### config.mk
export PLATFORM = sky130hd
export DESIGN_NAME = irq_mask_and_adc_control
export DESIGN_NICKNAME = d
export VERILOG_FILES = /design/src/hw/conv_seq.v /design/src/hw/irq_mask_and_adc_control.v
export VERILOG_INCLUDE_DIRS = /design/src /design/src/hw
export SDC_FILE = /design/constraint.sdc
export NUM_CORES = 1
export LEC_CHECK = 0
export BUFFER_PORTS_ARGS = -buffer_cell sky130_fd_sc_hd__buf_2
export CAP_MARGIN = 20
export CORE_ASPECT_RATIO = 2
export CORE_MARGIN = 5
export CORE_UTILIZATION = 45
export DETAILED_ROUTE_END_ITERATION = 8
export GPL_TIMING_DRIVEN = 0
export PLACE_DENSITY = 0.7
export REMOVE_ABC_BUFFERS = 1
export SETUP_SLACK_MARGIN = 0.3
export SLEW_MARGIN = 10
export SYNTH_ARGS = -nofsm -noshare
export SYNTH_HDL_FRONTEND = slang
export SYNTH_HIERARCHICAL = 1
export SYNTH_SLANG_ARGS = --single-unit
### constraint.sdc
create_clock -name core_clk -period 12.75 [get_ports core_clk]
set_clock_uncertainty 0.15 [all_clocks]
set_input_delay 0.6375 -clock core_clk [delete_from_list [all_inputs] [get_ports core_clk]]
set_output_delay 0.6375 -clock core_clk [all_outputs]
set_load 0.01 [all_outputs]
### src/hw/chg_regs_defs.vh
// constants for the charger mask and converter control register bank
// assumes an external serial engine that presents byte-wide register accesses
// Operation
// - charge-state mask blocks its interrupt pulse
// - input-presence mask blocks its interrupt
// - input fault mask blocks its interrupt
// - battery fault mask blocks its interrupt
// - system rail fault mask blocks its interrupt
// - boost path fault mask blocks its interrupt
// - thermal shutdown mask blocks its interrupt
// - temperature zone mask blocks its interrupt
// - converter enable runs scans, cleared by resets
// - results start at zero, never cleared
// - rate bit: continuous or one-shot pass
// - speed field sets 12 to 9 bits
// - averaging bit: single value or running average
// - seed bit: old value or fresh conversion
// - channel-off bits exclude their channels
// - register-reset command restores all writable fields
// - done mask applies in one-shot mode only
// - presence flag reads 1 after a change
`ifndef CHG_REGS_DEFS_VH
`define CHG_REGS_DEFS_VH
`define A_MISC_FLAG 8'h20
`define A_STAT_FLAG 8'h21
`define A_FAULT_FLAG 8'h22
`define A_MISC_MASK 8'h23
`define A_STAT_MASK 8'h24
`define A_FAULT_MASK 8'h25
`define A_CONV_CTRL 8'h26
`define A_CHAN_OFF 8'h27
`define A_RES_BASE 8'h28
`define A_RES_LAST 8'h37
`define WM_MISC 8'h40
`define WM_STAT 8'h09
`define WM_FAULT 8'hf9
`define WM_CTRL 8'hfc
`define WM_OFF 8'hff
`define RST_MISC 8'h00
`define RST_STAT 8'h00
`define RST_FAULT 8'h00
`define RST_CTRL 8'h30
`define RST_OFF 8'h00
`define B_EN 7
`define B_RATE 6
`define B_RES_HI 5
`define B_RES_LO 4
`define B_AVG 3
`define B_SEED 2
`define B_CHG 3
`define B_PRES 0
`define B_INF 7
`define B_BATF 6
`define B_SYSF 5
`define B_BSTF 4
`define B_TSH 3
`define B_TZ 0
`define B_DONE 6
`define CLK_NS 10
`define INT_PULSE_NS 1000
`define INT_PULSE_CYC ((`INT_PULSE_NS + `CLK_NS - 1) / `CLK_NS)
`define INT_CNT_W 8
`define SMP_W 12
`define RES_W 16
`define RES_ZERO 16'h0000
`endif

### src/hw/conv_seq.v
// measurement scan sequencer with per-channel result store and averaging
// assumes the sample handshake acknowledge is already synchronised
`timescale 1ns/1ps
`include "chg_regs_defs.vh"
module conv_seq (
  input wire core_clk,
  input wire sys_rst,
  input wire conv_en,
  input wire avg_on,
  input wire seed_fresh,
  input wire [1:0] res_code,
  input wire [7:0] chan_off,
  input wire ack_s,
  input wire [`SMP_W-1:0] sample_data,
  input wire [2:0] rd_idx,
  output reg sample_req,
  output reg [2:0] sample_chan,
  output reg pass_done,
  output wire [`RES_W-1:0] rd_val
);
  localparam S_IDLE = 2'd0;
  localparam S_REQ = 2'd1;
  localparam S_REL = 2'd2;
  localparam S_NEXT = 2'd3;
  reg [1:0] state_r;
  reg [`RES_W-1:0] result_r [0:7];
  reg [7:0] seeded_r;
  wire [`SMP_W-1:0] trunc;
  wire [`RES_W-1:0] fresh;
  wire [`RES_W:0] sum;
  wire [`RES_W-1:0] avg;
  wire [`RES_W-1:0] old;
  reg [`RES_W-1:0] new_val;
  assign rd_val = result_r[rd_idx];
  // drop low bits to the selected effective resolution
  assign trunc = (sample_data >> res_code) << res_code;
  assign fresh = {{(`RES_W-`SMP_W){1'b0}}, trunc};
  assign old = result_r[sample_chan];
  assign sum = {1'b0, old} + {1'b0, fresh};
  assign avg = sum[`RES_W:1];
  always @* begin
    new_val = fresh;
    if (avg_on) begin
      if (seeded_r[sample_chan] || !seed_fresh) begin
        new_val = avg;
      end
    end
  end
  genvar g;
  generate
    for (g = 0; g < 8; g = g + 1) begin : slot
      // results start at zero and are never cleared afterwards
      always @(posedge core_clk or posedge sys_rst) begin
        if (sys_rst) begin
          result_r[g] <= `RES_ZERO;
        end else if (state_r == S_REQ && ack_s && sample_chan == g) begin
          result_r[g] <= new_val;
        end
      end
    end
  endgenerate
  always @(posedge core_clk or posedge sys_rst) begin
    if (sys_rst) begin
      state_r <= S_IDLE;
      sample_req <= 1'b0;
      sample_chan <= 3'd7;
      pass_done <= 1'b0;
      seeded_r <= 8'h00;
    end else begin
      pass_done <= 1'b0;
      if (!avg_on || !conv_en) begin
        seeded_r <= 8'h00;
      end
      if (!conv_en) begin
        state_r <= S_IDLE;
        sample_req <= 1'b0;
        sample_chan <= 3'd7;
      end else begin
        case (state_r)
          S_IDLE: begin
            if (!ack_s) begin
              state_r <= S_NEXT;
            end
          end
          S_NEXT: begin
            if (chan_off[sample_chan]) begin
              // skip an excluded channel
              if (sample_chan == 3'd0) begin
                pass_done <= 1'b1;
                sample_chan <= 3'd7;
                state_r <= S_IDLE;
              end else begin
                sample_chan <= sample_chan - 3'd1;
              end
            end else begin
              sample_req <= 1'b1;
              state_r <= S_REQ;
            end
          end
          S_REQ: begin
            if (ack_s) begin
              sample_req <= 1'b0;
              if (avg_on) begin
                seeded_r[sample_chan] <= 1'b1;
              end
              state_r <= S_REL;
            end
          end
          default: begin
            if (!ack_s) begin
              if (sample_chan == 3'd0) begin
                pass_done <= 1'b1;
                sample_chan <= 3'd7;
                state_r <= S_IDLE;
              end else begin
                sample_chan <= sample_chan - 3'd1;
                state_r <= S_NEXT;
              end
            end
          end
        endcase
      end
    end
  end
endmodule

### src/hw/irq_mask_and_adc_control.v
// charger register bank: event flags, interrupt masks, converter control
// assumes a serial engine on core_clk driving byte register strobes and
// analog event lines and a sample handshake that are asynchronous
`timescale 1ns/1ps
`include "chg_regs_defs.vh"
module irq_mask_and_adc_control (
  input wire core_clk,
  input wire sys_rst,
  input wire [7:0] reg_addr,
  input wire reg_wr,
  input wire reg_rd,
  input wire [7:0] reg_wdata,
  output reg [7:0] reg_rdata,
  input wire reg_reset_cmd,
  input wire wd_expired,
  input wire charge_state_evt,
  input wire input_supply_evt,
  input wire input_fault_evt,
  input wire battery_fault_evt,
  input wire system_rail_fault_evt,
  input wire boost_path_fault_evt,
  input wire thermal_shutdown_evt,
  input wire temp_zone_evt,
  input wire sample_ack,
  input wire [`SMP_W-1:0] sample_data,
  output wire sample_req,
  output wire [2:0] sample_chan,
  output wire [1:0] sample_res,
  output wire irq_n_o,
  output wire irq_n_oe
);
  localparam NEV = 9;
  localparam E_CHG = 0;
  localparam E_PRES = 1;
  localparam E_INF = 2;
  localparam E_BATF = 3;
  localparam E_SYSF = 4;
  localparam E_BSTF = 5;
  localparam E_TSH = 6;
  localparam E_TZ = 7;
  localparam E_DONE = 8;
  localparam NSYNC = 9;
  localparam integer PULSE_CYC_I = `INT_PULSE_CYC;
  localparam [`INT_CNT_W-1:0] PULSE_CYC = PULSE_CYC_I[`INT_CNT_W-1:0];

  reg [7:0] misc_mask_r;
  reg [7:0] stat_mask_r;
  reg [7:0] fault_mask_r;
  reg [7:0] ctrl_r;
  reg [7:0] chan_off_r;
  reg [NEV-1:0] flag_r;
  reg [NEV-1:0] flag_nxt;
  reg [NSYNC-1:0] meta_r;
  reg [NSYNC-1:0] sync_r;
  reg [NSYNC-1:0] prev_r;
  reg [`INT_CNT_W-1:0] pulse_cnt_r;
  reg [`INT_CNT_W-1:0] pulse_cnt_nxt;
  reg [7:0] rdata_nxt;
  reg [NEV-1:0] rd_clr;
  reg [2:0] res_slot;
  wire [NSYNC-1:0] raw_in;
  wire [NEV-1:0] evt_set;
  wire [NEV-1:0] irq_off;
  wire [NEV-1:0] irq_fire;
  wire ack_s;
  wire pass_done;
  wire one_shot;
  wire [`RES_W-1:0] res_val;
  wire [7:0] res_off;
  wire in_res;

  assign raw_in = {sample_ack, temp_zone_evt, thermal_shutdown_evt,
                   boost_path_fault_evt, system_rail_fault_evt,
                   battery_fault_evt, input_fault_evt, input_supply_evt,
                   charge_state_evt};

  // three flops per asynchronous input; the second stage feeds logic and the third (prev_r) feeds edge detection
  genvar g;
  generate
    for (g = 0; g < NSYNC; g = g + 1) begin : sync
      always @(posedge core_clk or posedge sys_rst) begin
        if (sys_rst) begin
          meta_r[g] <= 1'b0;
          sync_r[g] <= 1'b0;
          prev_r[g] <= 1'b0;
        end else begin
          meta_r[g] <= raw_in[g];
          sync_r[g] <= meta_r[g];
          prev_r[g] <= sync_r[g];
        end
      end
    end
  endgenerate

  assign ack_s = sync_r[NSYNC-1];
  assign one_shot = ctrl_r[`B_RATE];
  assign sample_res = ctrl_r[`B_RES_HI:`B_RES_LO];

  // rising edges of the event lines, plus pass completion in one-shot mode
  assign evt_set[E_TZ:E_CHG] = sync_r[E_TZ:E_CHG] & ~prev_r[E_TZ:E_CHG];
  assign evt_set[E_DONE] = pass_done & one_shot;

  // mask bits aligned to the event vector
  assign irq_off[E_CHG] = stat_mask_r[`B_CHG];
  assign irq_off[E_PRES] = stat_mask_r[`B_PRES];
  assign irq_off[E_INF] = fault_mask_r[`B_INF];
  assign irq_off[E_BATF] = fault_mask_r[`B_BATF];
  assign irq_off[E_SYSF] = fault_mask_r[`B_SYSF];
  assign irq_off[E_BSTF] = fault_mask_r[`B_BSTF];
  assign irq_off[E_TSH] = fault_mask_r[`B_TSH];
  assign irq_off[E_TZ] = fault_mask_r[`B_TZ];
  assign irq_off[E_DONE] = misc_mask_r[`B_DONE];

  assign irq_fire = evt_set & ~irq_off;

  // result window: two bytes per slot, low byte at the even address
  assign res_off = reg_addr - `A_RES_BASE;
  assign in_res = (reg_addr >= `A_RES_BASE) && (reg_addr <= `A_RES_LAST);

  // slot order in the window versus channel-off bit index
  always @* begin
    case (res_off[3:1])
      3'd0: res_slot = 3'd7;
      3'd1: res_slot = 3'd6;
      3'd2: res_slot = 3'd5;
      3'd3: res_slot = 3'd0;
      3'd4: res_slot = 3'd4;
      3'd5: res_slot = 3'd3;
      3'd6: res_slot = 3'd2;
      default: res_slot = 3'd1;
    endcase
  end

  conv_seq u_seq (
    .core_clk(core_clk),
    .sys_rst(sys_rst),
    .conv_en(ctrl_r[`B_EN]),
    .avg_on(ctrl_r[`B_AVG]),
    .seed_fresh(ctrl_r[`B_SEED]),
    .res_code(ctrl_r[`B_RES_HI:`B_RES_LO]),
    .chan_off(chan_off_r),
    .ack_s(ack_s),
    .sample_data(sample_data),
    .rd_idx(res_slot),
    .sample_req(sample_req),
    .sample_chan(sample_chan),
    .pass_done(pass_done),
    .rd_val(res_val)
  );

  // read mux and clear-on-read selection
  always @* begin
    rdata_nxt = 8'h00;
    rd_clr = {NEV{1'b0}};
    if (reg_addr == `A_MISC_FLAG) begin
      rdata_nxt[`B_DONE] = flag_r[E_DONE];
      rd_clr[E_DONE] = reg_rd;
    end else if (reg_addr == `A_STAT_FLAG) begin
      rdata_nxt[`B_CHG] = flag_r[E_CHG];
      rdata_nxt[`B_PRES] = flag_r[E_PRES];
      rd_clr[E_CHG] = reg_rd;
      rd_clr[E_PRES] = reg_rd;
    end else if (reg_addr == `A_FAULT_FLAG) begin
      rdata_nxt[`B_INF] = flag_r[E_INF];
      rdata_nxt[`B_BATF] = flag_r[E_BATF];
      rdata_nxt[`B_SYSF] = flag_r[E_SYSF];
      rdata_nxt[`B_BSTF] = flag_r[E_BSTF];
      rdata_nxt[`B_TSH] = flag_r[E_TSH];
      rdata_nxt[`B_TZ] = flag_r[E_TZ];
      rd_clr[E_TZ:E_INF] = {6{reg_rd}};
    end else if (reg_addr == `A_MISC_MASK) begin
      rdata_nxt = misc_mask_r & `WM_MISC;
    end else if (reg_addr == `A_STAT_MASK) begin
      rdata_nxt = stat_mask_r & `WM_STAT;
    end else if (reg_addr == `A_FAULT_MASK) begin
      rdata_nxt = fault_mask_r & `WM_FAULT;
    end else if (reg_addr == `A_CONV_CTRL) begin
      rdata_nxt = ctrl_r & `WM_CTRL;
    end else if (reg_addr == `A_CHAN_OFF) begin
      rdata_nxt = chan_off_r;
    end else if (in_res) begin
      rdata_nxt = res_off[0] ? res_val[15:8] : res_val[7:0];
    end
  end

  // a flag set in the same cycle as its clear-on-read survives
  always @* begin
    flag_nxt = (flag_r & ~rd_clr) | evt_set;
  end

  always @(posedge core_clk or posedge sys_rst) begin
    if (sys_rst) begin
      reg_rdata <= 8'h00;
      flag_r <= {NEV{1'b0}};
    end else begin
      if (reg_rd) begin
        reg_rdata <= rdata_nxt;
      end
      flag_r <= flag_nxt;
    end
  end

  // writable fields; reserved bits are never stored
  always @(posedge core_clk or posedge sys_rst) begin
    if (sys_rst) begin
      misc_mask_r <= `RST_MISC;
      stat_mask_r <= `RST_STAT;
      fault_mask_r <= `RST_FAULT;
      ctrl_r <= `RST_CTRL;
      chan_off_r <= `RST_OFF;
    end else if (reg_reset_cmd) begin
      misc_mask_r <= `RST_MISC;
      stat_mask_r <= `RST_STAT;
      fault_mask_r <= `RST_FAULT;
      ctrl_r <= `RST_CTRL;
      chan_off_r <= `RST_OFF;
    end else begin
      // a finished one-shot pass stops the converter
      if (pass_done && one_shot) begin
        ctrl_r[`B_EN] <= 1'b0;
      end
      if (reg_wr) begin
        if (reg_addr == `A_MISC_MASK) begin
          misc_mask_r <= reg_wdata & `WM_MISC;
        end else if (reg_addr == `A_STAT_MASK) begin
          stat_mask_r <= reg_wdata & `WM_STAT;
        end else if (reg_addr == `A_FAULT_MASK) begin
          fault_mask_r <= reg_wdata & `WM_FAULT;
        end else if (reg_addr == `A_CONV_CTRL) begin
          ctrl_r <= reg_wdata & `WM_CTRL;
        end else if (reg_addr == `A_CHAN_OFF) begin
          chan_off_r <= reg_wdata;
        end
      end
      if (wd_expired) begin
        ctrl_r[`B_EN] <= 1'b0;
      end
    end
  end

  // interrupt pulse: any unmasked event (re)starts a fixed-length low pulse
  always @* begin
    pulse_cnt_nxt = pulse_cnt_r;
    if (irq_fire[E_CHG]) begin
      pulse_cnt_nxt = PULSE_CYC;
    end
    if (irq_fire[E_PRES]) begin
      pulse_cnt_nxt = PULSE_CYC;
    end
    if (irq_fire[E_INF]) begin
      pulse_cnt_nxt = PULSE_CYC;
    end
    if (irq_fire[E_BATF]) begin
      pulse_cnt_nxt = PULSE_CYC;
    end
    if (irq_fire[E_SYSF]) begin
      pulse_cnt_nxt = PULSE_CYC;
    end
    if (irq_fire[E_BSTF]) begin
      pulse_cnt_nxt = PULSE_CYC;
    end
    if (irq_fire[E_TSH]) begin
      pulse_cnt_nxt = PULSE_CYC;
    end
    if (irq_fire[E_TZ]) begin
      pulse_cnt_nxt = PULSE_CYC;
    end
    if (irq_fire[E_DONE]) begin
      pulse_cnt_nxt = PULSE_CYC;
    end
    if (irq_fire == {NEV{1'b0}} && pulse_cnt_r != {`INT_CNT_W{1'b0}}) begin
      pulse_cnt_nxt = pulse_cnt_r - {{(`INT_CNT_W-1){1'b0}}, 1'b1};
    end
  end

  always @(posedge core_clk or posedge sys_rst) begin
    if (sys_rst) begin
      pulse_cnt_r <= {`INT_CNT_W{1'b0}};
    end else begin
      pulse_cnt_r <= pulse_cnt_nxt;
    end
  end

  // open-drain interrupt pin: only ever pulled low
  assign irq_n_o = 1'b0;
  assign irq_n_oe = (pulse_cnt_r != {`INT_CNT_W{1'b0}});

endmodule

==> results.sh, run 1 <==
export IMPL_cpPeakStageDelay_ns=1.19
export IMPL_yosysTopAreaCellShare_pct=43.2
export IMPL_power_density_nw_per_um2=113
export IMPL_crit_required_ns=13.06
export IMPL_timing_fmax_ghz=0.181
export IMPL_grt_max_degree=103
export IMPL_grt_pass1_wl_um=56300
export IMPL_syn_inst=1193
export IMPL_hpwlAfterDp_um=24800
export IMPL_rsz0062_at_grt="false"
export IMPL_cts_buffers=21
export IMPL_netlist_cell_type_count=85
export IMPL_cpMostUsedCell="a21o_1"
export IMPL_avgRoutedWirePerCell_um=23.2
export IMPL_synth_area_leaders="dfrtp_1, mux4_2, mux2i_1"
export IMPL_yosysTopAreaCell="dfrtp_1"
export IMPL_die_area_um2=30900
export IMPL_ctsRootBufferMaster="clkbuf_16"
export IMPL_status="completed"
export IMPL_fin_nets=1252
export IMPL_synthToLayoutAreaGrowth_pct=10.9
export IMPL_dp_slack_ns=7.44
export IMPL_period_needed_ns=5.53
export IMPL_track_usage_pct=23.3
export IMPL_drive_gt1_share_pct=19.7
export IMPL_num_io_pins=59
export IMPL_overflow=0
export IMPL_path_cells="nor2b_2, a221oi_2, o22ai_2, inv_1, fa_1, a21o_1, a21o_1, a211oi_2, o21ai_0, and3_1, o31ai_1, mux2_2"
export IMPL_layout_common_cells="dfrtp_1, nand2_1, o21ai_0"
export IMPL_netlist_area_um2=12300
export IMPL_ant_nets=0
export IMPL_maxCapViolCount=0
export IMPL_clk_pin_slew_worst_paths_ns=0.07
export IMPL_core_area_um2=26900
export IMPL_clk_latency_ns=0.53
export IMPL_worst_setup_path_type="reg2reg"
export IMPL_grt_pass1_vias=9857
export IMPL_dp_cells=1513
export IMPL_die_h_um=244
export IMPL_yosys_warnings=6
export IMPL_synth_edf_count=0
export IMPL_hold_class="in2reg"
export IMPL_worst_pin_slew_ns=1.18
export IMPL_hold_violations=0
export IMPL_final_cell_area_um2=13600
export IMPL_synthFlopType="dfrtp_1"
export IMPL_fp_dieW_um=127
export IMPL_vdd_ir_drop_max_v=0.0000800
export IMPL_clock_sinks=217
export IMPL_viasPerCell=6.29
export IMPL_critPathArrivalTime_ns=5.84
export IMPL_antenna_found_initial=0
export IMPL_cp_max_fo=38
export IMPL_worstSetupEndpointType="flip-flop"
export IMPL_drc_errors=0
export IMPL_crit_path_start_kind="flip-flop"
export IMPL_syn_avg_cell_area_um2=10.3
export IMPL_routed_wl_um=36100
export IMPL_portBuffers=57
export IMPL_fin_ws_ns=7.22
export IMPL_synth_seq_cells=217
export IMPL_drt_iter0_markers=946
export IMPL_cts_setup_buffers=0
export IMPL_gp_congestion=0.930
export IMPL_cts_resized=0
export IMPL_yosysSeqAreaShare_pct=44.3
export IMPL_post_route_util_pct=50.6
export IMPL_rows=85
export IMPL_dr_pass1_iters=5
export IMPL_max_clock_path_buffers=3
export IMPL_cts_tree="yes"
export IMPL_place_area_um2=12800
export IMPL_multi_input_area_um2=6290
export IMPL_cts_max_level=1
export IMPL_async_flop_share_pct=100
export IMPL_setup_viol=0
export IMPL_critPathSlowestCell="dfstp_2"
export IMPL_start_util_pct=45.6
export IMPL_fin_crit_sh_pct=43.4
export IMPL_fillers=2392
export IMPL_setup_tns_ns=0
export IMPL_relSlewSlack_pct=21.4
export IMPL_regArea_um2=5440
export IMPL_final_cell_count_no_fill=1555
export IMPL_vias=9780
export IMPL_final_common_cell="dfrtp_1"
export IMPL_finalMaxSlewViolations=0
export IMPL_p_leak_nw=6.07
export IMPL_holdBufCountCts=1
## worst max-delay path, delay by kind of cell, from the launching register on
kind            cells  cell delay (ns)
flops               1             1.19
mux                 1             0.31
simple gates        2             1.06
buf+inv             1             0.10
fa+ha+maj           1             0.41
compound gates      7             2.21
## path summary, 6_finish.rpt
check | start | endpoint | slack (ns) | cells after the start
max | u_seq/sample_chan[2] | u_seq/result_r[39] | 7.22 | 12
min | charge_state_evt | meta_r[0] | 0.06 | 1
max reg2reg | u_seq/sample_chan[2] | u_seq/result_r[39] | 7.22 | 12
min reg2reg | meta_r[0] | sync_r[0] | 0.20 | 0
max in group asynchronous | sys_rst | u_seq/seeded_r[5] | 11.08 | 4
min in group asynchronous | sys_rst | meta_r[3] | 0.48 | 3
## cells by family after synthesis
logic type | after synthesis | synth area share (%)
AND/OR/NAND/NOR | 407 | 15.9
AO/OA/AOI/OAI | 249 | 13.9
flip-flops | 217 | 44.3
multiplexers | 157 | 18.4
buffers and inverters | 132 | 4.70
adder cells (fa/ha/maj) | 19 | 1.98
XOR/XNOR | 11 | 0.785
other | 1 | 0.0305
## routing by layer
metal | track usage, % | wire, µm | vias up
met5 | 0 | 0 | -
met4 | 17.0 | 3080 | 0
met3 | 3.33 | 2290 | 157
met2 | 41.1 | 18500 | 429
met1 | 24.9 | 12200 | 4872
li1 | - | - | 4322
## per-stage QoR
stage / total power [mW] / hold WS, ns
2_1_floorplan: 0.779 / 0.181
3_5_place_dp: 0.827 / 0.186
5_1_grt: 1.59 / 0.0491
6_report: 1.54 / 0.0580
4_1_cts: 1.55 / 0.0467
3_3_place_gp: 0.819 / 0.185
## state kept, by name, summed over array words and instances (netlist names), 2 cells and up
| register | count |
|---|---|
| u_seq/result_r | 128 |
| flag_r | 9 |
| meta_r | 9 |
| chan_off_r | 8 |
| prev_r | 8 |
| pulse_cnt_r | 8 |
| reg_rdata | 8 |
| sync_r | 8 |
| u_seq/seeded_r | 8 |
| ctrl_r | 6 |
| fault_mask_r | 6 |
| u_seq/sample_chan | 3 |
| stat_mask_r | 2 |
| u_seq/state_r | 2 |
## final cells by class
| class | instances | share of cell area (%) |
|---|---|---|
| antenna | 1 | 0.0184 |
| clock buffer | 25 | 4.12 |
| sequential | 217 | 39.9 |
| clock inverter | 13 | 1.74 |
| timing repair buffer | 71 | 3.71 |
| multi-input combinational | 844 | 46.2 |
| inverter | 36 | 1.07 |
| tap | 348 | 3.20 |
## where the power goes
part,total (mW),switching [mW],internal (mW)
clock network,0.728,0.287,0.441
logic,0.115,0.0731,0.0417
registers,0.700,0.00453,0.695
## synth_stat cells (3+ instances only)
cell,n
nand4_1,5
buf_4,6
buf_1,19
a21oi_2,3
nor3b_1,10
and3_1,31
ha_1,17
xnor2_1,8
clkbuf_1,51
a221oi_1,10
nand2b_1,6
a211oi_1,3
inv_1,36
o21ai_0,74
nor2_1,68
o21a_1,4
nor2b_1,9
a2111oi_0,4
a21oi_1,39
a21o_1,4
nor3_1,32
a31oi_1,11
mux4_2,50
o31a_1,3
xor2_1,3
o211ai_1,6
dfrtp_1,212
dfstp_2,5
a211o_1,7
o21ai_1,7
a21boi_0,4
o22ai_1,6
nand2_1,161
buf_2,14
mux2i_1,62
o31ai_1,27
a22o_1,11
and2_1,11
nor4_1,4
nand3_1,47
buf_6,4
mux2_2,44
Note: power is estimated with default switching activity, not from simulation.
==> inputs of run 2 (changes only) <==
- PLACE_DENSITY: 0.7 -> 0.72
- clock period: 12.75 -> 4.8 ns (I/O delays scaled with it)
==> results.sh, run 2 (same netlist as run 1, synthesis figures left out) <==
export IMPL_status="completed"
export IMPL_grt_pass1_vias=10215
export IMPL_grtUsageMet2_pct=41.9
export IMPL_vias=9979
export IMPL_hold_class="in2reg"
export IMPL_die_h_um=244
export IMPL_clk_latency_ns=0.51
export IMPL_cp_max_fo=32
export IMPL_hpwlAfterDp_um=24800
export IMPL_period_needed_ns=4.45
export IMPL_worst_setup_path_type="reg2reg"
export IMPL_worst_path_buf_inv=4
export IMPL_final_cell_count_no_fill=1590
export IMPL_setup_viol=0
export IMPL_fin_nets=1288
export IMPL_p_leak_nw=6.21
export IMPL_post_route_util_pct=51.9
export IMPL_power_density_nw_per_um2=274
export IMPL_crit_path_start_kind="flip-flop"
export IMPL_worstSetupEndpointType="flip-flop"
export IMPL_rows=85
export IMPL_hold_ws_ns=0.0229
export IMPL_cts_tree="yes"
export IMPL_cts_max_level=1
export IMPL_worst_pin_slew_ns=1.26
export IMPL_setup_tns_ns=0
export IMPL_crit_required_ns=5.01
export IMPL_use_met3_pct=3.59
export IMPL_critPathSlowestCell="dfstp_4"
export IMPL_max_clock_path_buffers=3
export IMPL_start_util_pct=45.6
export IMPL_largest_reg_flops=128
export IMPL_finalPower_mw=3.83
export IMPL_num_io_pins=59
export IMPL_ant_nets=0
export IMPL_hold_violations=0
export IMPL_core_area_um2=26900
export IMPL_dr_pass1_iters=5
export IMPL_top_regs="u_seq/result_r x128, flag_r x9, meta_r x9"
export IMPL_relSlewSlack_pct=16.0
export IMPL_die_area_um2=30900
export IMPL_rsz0062_at_grt="false"
export IMPL_ctsRootBufferMaster="clkbuf_16"
export IMPL_antenna_found_initial=1
export IMPL_grt_max_degree=104
export IMPL_finalMaxSlewViolations=0
export IMPL_fin_crit_sh_pct=92.6
export IMPL_timing_fmax_ghz=0.225
export IMPL_final_common_cell="dfrtp_1"
export IMPL_regMostFlops="u_seq/result_r"
export IMPL_gp_congestion=0.947
export IMPL_vdd_ir_drop_max_v=0.000187
export IMPL_clock_sinks=217
export IMPL_dp_cells=1514
export IMPL_routed_wl_um=37500
export IMPL_viasPerCell=6.28
export IMPL_cts_buffers=20
export IMPL_drt_iter0_markers=840
export IMPL_clk_pin_slew_worst_paths_ns=0.07
export IMPL_crit_family="compound AO/OA/AOI/OAI gates"
export IMPL_cpPeakStageDelay_ns=0.77
export IMPL_fp_dieW_um=127
export IMPL_grt_pass1_wl_um=57800
export IMPL_track_usage_pct=23.9
export IMPL_critPathArrivalTime_ns=4.66
export IMPL_portBuffers=57
export IMPL_overflow=0
export IMPL_layout_common_cells="dfrtp_1, nand2_1, o21ai_0"
export IMPL_path_cells="buf_12, nor3b_2, a2111oi_4, o22ai_2, inv_1, fa_1, a21o_1, a21o_1, a211oi_2, o21ai_1, a311oi_4, buf_4, o31a_1, buf_4, o31ai_1"
export IMPL_gr_usage_met1_pct=25.7
export IMPL_drive_gt1_share_pct=20.5
export IMPL_gr_max_usage_layer="met2"
export IMPL_avgRoutedWirePerCell_um=23.6
export IMPL_synthToLayoutAreaGrowth_pct=13.7
export IMPL_maxCapViolCount=0
export IMPL_drc_errors=0
run 2: changes by cell type in the layout (fill, tap and decap cells not counted), moves of 2 or more:
cell	before	now
clkbuf_8	2	5
dfstp_4	1	3
buf_4	1	10
buf_12	2	6
clkinv_2	3	5
dfstp_2	4	2
dlygate4sd3_1	1	24
bufinv_16	6	1
run 2: layout make-up:
type | instances | area (µm²)
Multi-Input combinational cell | 844 | 6340
Inverter | 36 | 149
Tap cell | 348 | 435
Clock inverter | 9 | 80.1
Timing Repair Buffer | 108 | 907
Antenna cell | 1 | 2.50
Fill cell | 2320 | 13000
Sequential cell | 217 | 5450
Clock buffer | 27 | 588
run 2: worst reg2reg max path, stage by stage (launching register included):
cell and delay [ns]:
dfstp_4 0.77, buf_12 0.26, nor3b_2 0.32, a2111oi_4 0.08, o22ai_2 0.27, inv_1 0.10, fa_1 0.41, a21o_1 0.18
a21o_1 0.21, a211oi_2 0.32, o21ai_1 0.23, a311oi_4 0.36, buf_4 0.20, o31a_1 0.16, buf_4 0.17, o31ai_1 0.09
run 2: where the power goes:
group / switching, mW / internal, mW
clock network: 0.725 / 0.920
logic: 0.198 / 0.123
registers: 0.0123 / 1.85
total: 0.935 / 2.89
run 2: repair_timing:
| item | in CTS | in global routing |
|---|---|---|
| hold endpoints to repair | 163 | 0 |
| gates resized for setup | 10 | 0 |
| hold buffers | 24 | 0 |
| pin swaps | 0 | 3 |
| setup buffers | 6 | 9 |
| endpoints found under the setup margin | 97 | 23 |
run 2: per-stage QoR:
stage | area [µm²] | worst slack (ns)
floorplan | 11800 | 0.249
global placement | 12600 | -1.80
detailed placement | 12800 | -0.596
CTS | 13900 | 0.323
global route | 13900 | 0.262
finish | 14000 | 0.354
run 2: metal layers:
metal	wire length, µm	part of all wire (%)	vias up
met5	0	0	-
met4	3200	8.5	0
met2	19300	51	489
met1	12600	34	4915
li1	-	-	4399
met3	2430	6.5	176
run 2: worst paths after layout:
path,startpoint,end,cells after the start,slack (ns)
worst max-delay path,u_seq/sample_chan[1],u_seq/result_r[93],15,0.35
worst min-delay path,reg_reset_cmd,chan_off_r[5],2,0.02
worst max register to register,u_seq/sample_chan[1],u_seq/result_r[93],15,0.35
worst min register to register,meta_r[5],sync_r[5],0,0.20
max in group asynchronous,sys_rst,u_seq/result_r[116],4,3.49
min in group asynchronous,sys_rst,meta_r[5],3,0.12
